`config.mk`:
```
export PLATFORM = sky130hd
export DESIGN_NAME = thermal_zone_alert_logic
export DESIGN_NICKNAME = d
export VERILOG_FILES = /design/src/core/thermal_zone_pkg.sv /design/src/core/thermal_zone_alert_logic.sv
export VERILOG_INCLUDE_DIRS = /design/src /design/src/core
export SDC_FILE = /design/constraint.sdc
export NUM_CORES = 1
export LEC_CHECK = 0
export BUFFER_PORTS_ARGS = -buffer_cell sky130_fd_sc_hd__clkbuf_2
export CORE_MARGIN = 8
export CORE_UTILIZATION = 60
export DETAILED_ROUTE_END_ITERATION = 10
export PLACE_DENSITY = 0.8
export RECOVER_POWER = 50
export SYNTH_ARGS = -nofsm -noshare
export SYNTH_HDL_FRONTEND = slang
export SYNTH_SLANG_ARGS = --single-unit
```
`constraint.sdc`:
```
create_clock -name sys_clk_i -period 9.8 [get_ports sys_clk_i]
set_input_delay 1.47 -clock sys_clk_i [delete_from_list [all_inputs] [get_ports sys_clk_i]]
set_output_delay 1.47 -clock sys_clk_i [all_outputs]
set_load 0.1 [all_outputs]
```
`src/core/thermal_zone_defs.svh`:
```
// constants for the thermal zone alert logic
// Notes on behaviour
// - pulse 60uA out of the thermistor pin at 1kHz, 50% duty.
// - digitize thermistor pin voltage with the ADC to form the thermal zone code.
// - zone bit 6 rising sets alert cause bit 1.
// - a change of the alert cause bit asserts the alert request line.
// - after the host read completes, alert request is released.
// - zone bit 7 rising asserts the overtemperature throttle line.
// - zone bit 6 falling deasserts the throttle line unless bit 7 rises in the same update, giving hysteresis.
// - zone bit 5 falling clears alert cause bit 1 and reasserts alert request.
// - any voltage code change steps the DAC one 5mV code per 101 clocks (505ns), so it slews at about 9.9mV/us.
`ifndef THERMAL_ZONE_DEFS_SVH
`define THERMAL_ZONE_DEFS_SVH
`define CLK_PERIOD_PS 5000
`define NTC_PULSE_PERIOD_NS 1000000
`define NTC_HALF_CYCLES ((`NTC_PULSE_PERIOD_NS * 1000 / `CLK_PERIOD_PS) / 2)
`define NTC_CURRENT_UA 60
`define SLEW_MV_PER_US 10
`define DAC_STEP_UV 5000
`define SLEW_STEP_NS (`DAC_STEP_UV / `SLEW_MV_PER_US)
`define SLEW_STEP_CYCLES (`SLEW_STEP_NS * 1000 / `CLK_PERIOD_PS)
`define ZONE_ALERT_BIT 6
`define ZONE_HOT_BIT 7
`define ZONE_CLEAR_BIT 5
`define CAUSE_THERM_BIT 1
`define CAUSE_RESET 8'h00
`define VID_RESET 8'h00
`endif

```
`src/core/thermal_zone_pkg.sv`:
```
// types for the thermal zone alert logic
package thermal_zone_pkg;
  typedef enum logic [1:0] {
    SLEW_IDLE = 2'b00,
    SLEW_WAIT = 2'b01,
    SLEW_STEP = 2'b11
  } slew_state_type;
  typedef struct packed {
    logic [7:0] cause;
    logic alert_n;
    logic throttle_n;
  } alert_out_type;
endpackage

```
`src/core/thermal_zone_alert_logic.sv`:
```
// thermal zone monitor, alert and throttle signalling, vid slew stepper
`timescale 1ns/1ps
`default_nettype none
`include "thermal_zone_defs.svh"

// ----------------------------------------
// two flip-flop synchroniser
// ----------------------------------------
module sync_two_ff #(
  parameter int WIDTH = 1
) (
  input wire logic sys_clk_i,
  input wire logic rst_n_i,
  input wire logic [WIDTH-1:0] async_i,
  output logic [WIDTH-1:0] sync_o
);
  logic [WIDTH-1:0] meta_r;
  always_ff @(posedge sys_clk_i or negedge rst_n_i) begin
    if (!rst_n_i) begin
      meta_r <= '0;
      sync_o <= '0;
    end else begin
      meta_r <= async_i;
      sync_o <= meta_r;
    end
  end
endmodule

module thermal_zone_alert_logic #(
  parameter int NTC_HALF = `NTC_HALF_CYCLES,
  parameter int SLEW_CYC = `SLEW_STEP_CYCLES
) (
  input wire logic sys_clk_i,
  input wire logic rst_n_i,
  input wire logic [7:0] adc_code_i,
  input wire logic adc_valid_i,
  input wire logic cause_read_i,
  input wire logic [7:0] vid_target_i,
  output logic ntc_pulse_o,
  output logic [7:0] zone_code_o,
  output logic [7:0] alert_cause_o,
  output logic alert_n_o,
  output logic overtemp_throttle_line_n_o,
  output logic [7:0] dac_code_o,
  output logic slewing_o
);
  // ----------------------------------------
  // input synchronisers
  // ----------------------------------------
  logic [7:0] adc_sync;
  logic [7:0] tgt_sync;
  logic val_sync;
  logic rd_sync;
  logic val_d_r;
  logic rd_d_r;
  sync_two_ff #(
    .WIDTH(8)
  ) sync_two_ff_adc_inst (
    .sys_clk_i(sys_clk_i),
    .rst_n_i(rst_n_i),
    .async_i(adc_code_i),
    .sync_o(adc_sync)
  );
  sync_two_ff #(
    .WIDTH(8)
  ) sync_two_ff_tgt_inst (
    .sys_clk_i(sys_clk_i),
    .rst_n_i(rst_n_i),
    .async_i(vid_target_i),
    .sync_o(tgt_sync)
  );
  sync_two_ff #(
    .WIDTH(1)
  ) sync_two_ff_val_inst (
    .sys_clk_i(sys_clk_i),
    .rst_n_i(rst_n_i),
    .async_i(adc_valid_i),
    .sync_o(val_sync)
  );
  sync_two_ff #(
    .WIDTH(1)
  ) sync_two_ff_rd_inst (
    .sys_clk_i(sys_clk_i),
    .rst_n_i(rst_n_i),
    .async_i(cause_read_i),
    .sync_o(rd_sync)
  );
  always_ff @(posedge sys_clk_i or negedge rst_n_i) begin
    if (!rst_n_i) begin
      val_d_r <= 1'b0;
      rd_d_r <= 1'b0;
    end else begin
      val_d_r <= val_sync;
      rd_d_r <= rd_sync;
    end
  end
  wire adc_take = val_sync & ~val_d_r;
  // read done on falling edge of read strobe
  wire read_done = rd_d_r & ~rd_sync;

  // ----------------------------------------
  // thermistor current pulse
  // ----------------------------------------
  logic [31:0] ntc_cnt_r;
  wire ntc_wrap = (ntc_cnt_r == 32'(NTC_HALF - 1));
  always_ff @(posedge sys_clk_i or negedge rst_n_i) begin
    if (!rst_n_i) begin
      ntc_cnt_r <= 32'h0;
      ntc_pulse_o <= 1'b0;
    end else begin
      ntc_cnt_r <= ntc_wrap ? 32'h0 : ntc_cnt_r + 32'h1;
      if (ntc_wrap) begin
        ntc_pulse_o <= ~ntc_pulse_o;
      end
    end
  end

  // ----------------------------------------
  // zone code and alert logic
  // ----------------------------------------
  logic [7:0] zone_r;
  wire [7:0] zone_nxt = adc_take ? adc_sync : zone_r;
  wire b6_rise = ~zone_r[`ZONE_ALERT_BIT] & zone_nxt[`ZONE_ALERT_BIT];
  wire b6_fall = zone_r[`ZONE_ALERT_BIT] & ~zone_nxt[`ZONE_ALERT_BIT];
  wire b7_rise = ~zone_r[`ZONE_HOT_BIT] & zone_nxt[`ZONE_HOT_BIT];
  wire b5_fall = zone_r[`ZONE_CLEAR_BIT] & ~zone_nxt[`ZONE_CLEAR_BIT];
  wire cause_set = b6_rise & ~alert_cause_o[`CAUSE_THERM_BIT];
  wire cause_clr = b5_fall & alert_cause_o[`CAUSE_THERM_BIT];
  wire cause_chg = cause_set | cause_clr;
  thermal_zone_pkg::alert_out_type alert_nxt;
  always_comb begin
    alert_nxt.cause = alert_cause_o;
    alert_nxt.alert_n = alert_n_o;
    alert_nxt.throttle_n = overtemp_throttle_line_n_o;
    if (cause_set) begin
      alert_nxt.cause[`CAUSE_THERM_BIT] = 1'b1;
    end else if (cause_clr) begin
      alert_nxt.cause[`CAUSE_THERM_BIT] = 1'b0;
    end
    // a new change wins over a read completing in the same cycle
    if (cause_chg) begin
      alert_nxt.alert_n = 1'b0;
    end else if (read_done) begin
      alert_nxt.alert_n = 1'b1;
    end
    if (b7_rise) begin
      alert_nxt.throttle_n = 1'b0;
    end else if (b6_fall) begin
      alert_nxt.throttle_n = 1'b1;
    end
  end
  always_ff @(posedge sys_clk_i or negedge rst_n_i) begin
    if (!rst_n_i) begin
      zone_r <= 8'h00;
      zone_code_o <= 8'h00;
      alert_cause_o <= `CAUSE_RESET;
      alert_n_o <= 1'b1;
      overtemp_throttle_line_n_o <= 1'b1;
    end else begin
      zone_r <= zone_nxt;
      zone_code_o <= zone_nxt;
      alert_cause_o <= alert_nxt.cause;
      alert_n_o <= alert_nxt.alert_n;
      overtemp_throttle_line_n_o <= alert_nxt.throttle_n;
    end
  end

  // ----------------------------------------
  // dac slew stepper
  // ----------------------------------------
  thermal_zone_pkg::slew_state_type st_r;
  thermal_zone_pkg::slew_state_type st_nxt;
  logic [31:0] slew_cnt_r;
  logic [31:0] slew_cnt_nxt;
  logic [7:0] dac_nxt;
  logic slewing_nxt;
  wire slew_due = (slew_cnt_r == 32'(SLEW_CYC - 1));
  wire at_tgt = (dac_code_o == tgt_sync);
  wire [7:0] dac_step = (tgt_sync > dac_code_o) ? dac_code_o + 8'h01 : dac_code_o - 8'h01;
  always_comb begin
    st_nxt = st_r;
    slew_cnt_nxt = slew_cnt_r;
    dac_nxt = dac_code_o;
    slewing_nxt = slewing_o;
    case (st_r)
      thermal_zone_pkg::SLEW_IDLE: begin
        slew_cnt_nxt = 32'h0;
        if (!at_tgt) begin
          st_nxt = thermal_zone_pkg::SLEW_WAIT;
          slewing_nxt = 1'b1;
        end
      end
      thermal_zone_pkg::SLEW_WAIT: begin
        slew_cnt_nxt = slew_cnt_r + 32'h1;
        if (slew_due) begin
          st_nxt = thermal_zone_pkg::SLEW_STEP;
        end
      end
      thermal_zone_pkg::SLEW_STEP: begin
        slew_cnt_nxt = 32'h0;
        if (at_tgt) begin
          st_nxt = thermal_zone_pkg::SLEW_IDLE;
          slewing_nxt = 1'b0;
        end else begin
          dac_nxt = dac_step;
          st_nxt = thermal_zone_pkg::SLEW_WAIT;
        end
      end
      default: begin
        st_nxt = thermal_zone_pkg::SLEW_IDLE;
      end
    endcase
  end
  always_ff @(posedge sys_clk_i or negedge rst_n_i) begin
    if (!rst_n_i) begin
      st_r <= thermal_zone_pkg::SLEW_IDLE;
      slew_cnt_r <= 32'h0;
      dac_code_o <= `VID_RESET;
      slewing_o <= 1'b0;
    end else begin
      st_r <= st_nxt;
      slew_cnt_r <= slew_cnt_nxt;
      dac_code_o <= dac_nxt;
      slewing_o <= slewing_nxt;
    end
  end
endmodule
`default_nettype wire

```
==> reports/qor.yml <==
clk_path_buf_depth: 2
io_buffer_count: 40
antenna_left: 0
hpwl_um: 7230
std_cell_rows: 35
antenna_found_initial: 0
root_buffer: "clkbuf_8"
postCtsResizedCells: 0
cellLeakagePower_nw: 2.99
cp_cell_sequence: "inv_1, ha_1, nor2b_1, o211ai_1, a21oi_1, o31ai_1, ha_1, a211oi_1, o21ai_1, o22a_1, or4_1, a21oi_1, xnor2_1"
yosys.area.top_type_share: 0.560
drive_above_1_share: 0.141
cp.required_ns: 10.23
wirelength_um: 11200
timing.final.crit_share: 0.397
yosys-top-cells-area: "dfrtp_1 56%, xor2_1 5.4%, ha_1 4.6%"
synth.distinct_cells: 46
vias_per_cell: 5.68
status: "finished with violations"
cts_buffers: 17
drt_first_pass_iters: 5
drt-initial-drc-count: 220
grt_overflow: 0
fillers: 637
violations: "capacitance limit, slew limit"
critPathArrivalTime_ns: 4.32
p_per_area_nw_per_um2: 212
num_antenna_cells: 0
final.setup_skew_ns: 0.00777
post-synth-top-area-cell: "dfrtp_1"
clkSlewWorstSetupHoldPaths_ns: 0.06
synth_warnings: 0
synth_common_cells: "123 x dfrtp_1, 55 x nor2_1, 41 x nand2_1, 34 x xor2_1, 26 x xnor2_1"
gp_congestion: 0.829
netlist_instances: 502
worst-setup-path-type: "register to register"
max_freq_ghz: 0.257
slowest_delay_ns: 0.82
cts_sinks: 125
grt_start_max_net_pins: 85
post-cts-setup-buffer-count: 0
yosys.cell_count.top_type: "dfrtp_1"
dieArea_sq_um: 12500
avgRoutedWirePerCell_um: 16.5
slew_headroom: -0.497
synth_edf_count: 0
hold_path_depth: 0
worstMarginPinSlew_ns: 2.25
vias: 3855
worstSetupStartpointType: "register"
grt_pass1_vias: 3956
cts.hold.buffers_added: 0
cts_tree: "built"
slowest_stage: "o31ai_1"
grt_pass1_wl_um: 18900
drc: 0
die_w_um: 112
num_io_pins: 48
r2r_cells: 13
synth_ff_type: "dfrtp_1"
synth.avg_cell_area_sq_um: 10.9
power.total_mw: 1.34
initial_utilization: 0.606
hold_class: "register to register"
grtUsageTotal: 0.188
ys_seq_area_frac: 0.570
fin_nets: 596
ys_ff_latch: 125
hold_viol_final: 0
area_growth_pct: 15.5
period_minus_slack_ns: 3.89
setup_tns_ns: 0
ys_async_sr_fraction: 1.00
critPathMaxFanout: 7
setup_viol: 0
syn_area_sq_um: 5490
drv_cap: 1
htree_num_levels: 4
rsz0062_at_grt: "no"
clock_latency_ns: 0.51
ir_drop_v: 0.000133
die_h_um: 112
endpoint_kind: "register"
core-area_sq_um: 9060
slew_violations: 43
cell families (layout without fill, tap and decap cells):
logic type | after synthesis | after routing | share of synthesized area
AOI/OAI and AO/OA | 59 | 59 | 0.0645
xor gates and xnor gates | 60 | 60 | 0.0957
adders and majority gates | 21 | 21 | 0.0492
buffers and inverters | 34 | 94 | 0.0280
DFF | 125 | 125 | 0.570
muxes | 7 | 7 | 0.0141
other | 1 | 7 | 0.000683
and+or+nand+nor | 195 | 195 | 0.178
critical path, delay by kind of cell (launching register included):
family,cells,cell delay (ns)
AO/OA/AOI/OAI,7,1.87
flip-flops,1,0.46
AND/OR/NAND/NOR,2,0.54
buffers and inverters,1,0.08
adder cells (fa/ha/maj),2,0.70
XOR/XNOR,1,0.15
through the flow:
step / hold WS (ns) / instances / setup WS [ns] / instance area (sq um) / utilization
after global routing: 0.354 / 679 / 5.57 / 6340 / 0.700
after detailed placement: 0.335 / 647 / 6.00 / 5790 / 0.639
after global placement: 0.331 / 647 / 6.14 / 5790 / 0.639
after floorplan: 0.331 / 508 / 5.74 / 5510 / -
final: 0.345 / 679 / 5.91 / 6340 / 0.700
after CTS: 0.346 / 679 / 5.94 / 6370 / 0.702
report_power, final:
part	switching (mW)	leakage [nW]	total, mW	internal (mW)
logic	0.139	1.10	0.177	0.0385
registers	0.0206	1.61	0.563	0.542
clock network	0.237	0.281	0.603	0.366
registers in the layout, indices dropped and copies added, names as in the netlist, 2 cells and up:
name	count
sync_two_ff_tgt_inst.sync_o	8
sync_two_ff_adc_inst.meta_r	8
sync_two_ff_tgt_inst.meta_r	8
ntc_cnt_r	32
dac_code_o	8
st_r	2
slew_cnt_r	32
zone_r	8
sync_two_ff_adc_inst.sync_o	8
layout make-up:
cell class | instances | area, sq um | area share
Sequential cell | 125 | 3130 | 0.493
Multi-Input combinational cell | 349 | 2220 | 0.349
Clock buffer | 18 | 418 | 0.0659
Timing Repair Buffer | 42 | 210 | 0.0331
Clock inverter | 14 | 156 | 0.0246
Tap cell | 111 | 139 | 0.0219
Inverter | 20 | 75.1 | 0.0118
cell usage in the layout (no fill, tap or decap), types with 3 or more instances in the layout:
cell	count
inv_6	5
clkbuf_16	16
nor2_1	56
mux2_2	5
nand2_1	41
nor3_1	8
a31oi_1	5
nor2b_1	6
conb_1	7
and2_1	4
inv_1	20
nor4_1	10
xnor2_1	26
o31ai_1	6
clkbuf_1	5
o21ai_0	16
and3_1	10
clkbuf_2	36
nand4_1	16
ha_1	20
xor2_1	34
and4_1	3
or3_1	5
dfrtp_1	123
nand3_1	24
a21oi_1	17
a21o_1	5
nand2b_1	3
clkinv_4	4
final timing paths:
path                                                     startpoint  slack, ns                                       end
max reg2reg                               dac_code_o[1]$_DFFE_PN0P_       5.91                 dac_code_o[7]$_DFFE_PN0P_
max in group asynchronous                                   rst_n_i       6.15                   ntc_cnt_r[15]$_DFF_PN0_
min reg2reg                sync_two_ff_tgt_inst.meta_r[7]$_DFF_PN0_       0.35  sync_two_ff_tgt_inst.sync_o[7]$_DFF_PN0_
max                                       dac_code_o[1]$_DFFE_PN0P_       5.91                 dac_code_o[7]$_DFFE_PN0P_
min                        sync_two_ff_tgt_inst.meta_r[7]$_DFF_PN0_       0.35  sync_two_ff_tgt_inst.sync_o[7]$_DFF_PN0_
min in group asynchronous                                   rst_n_i       1.63                slew_cnt_r[11]$_DFFE_PN0P_
metal layers:
layer / up-vias / wire, um / track usage / share of wire
met1: 1918 / 4660 / 0.218 / 0.42
li1: 1817 / - / - / -
met5: - / 0 / 0 / 0
met4: 0 / 246 / 0.0966 / 0.022
met3: 24 / 488 / 0.0514 / 0.044
met2: 96 / 5790 / 0.314 / 0.52
(Power assumes the default switching activity.)
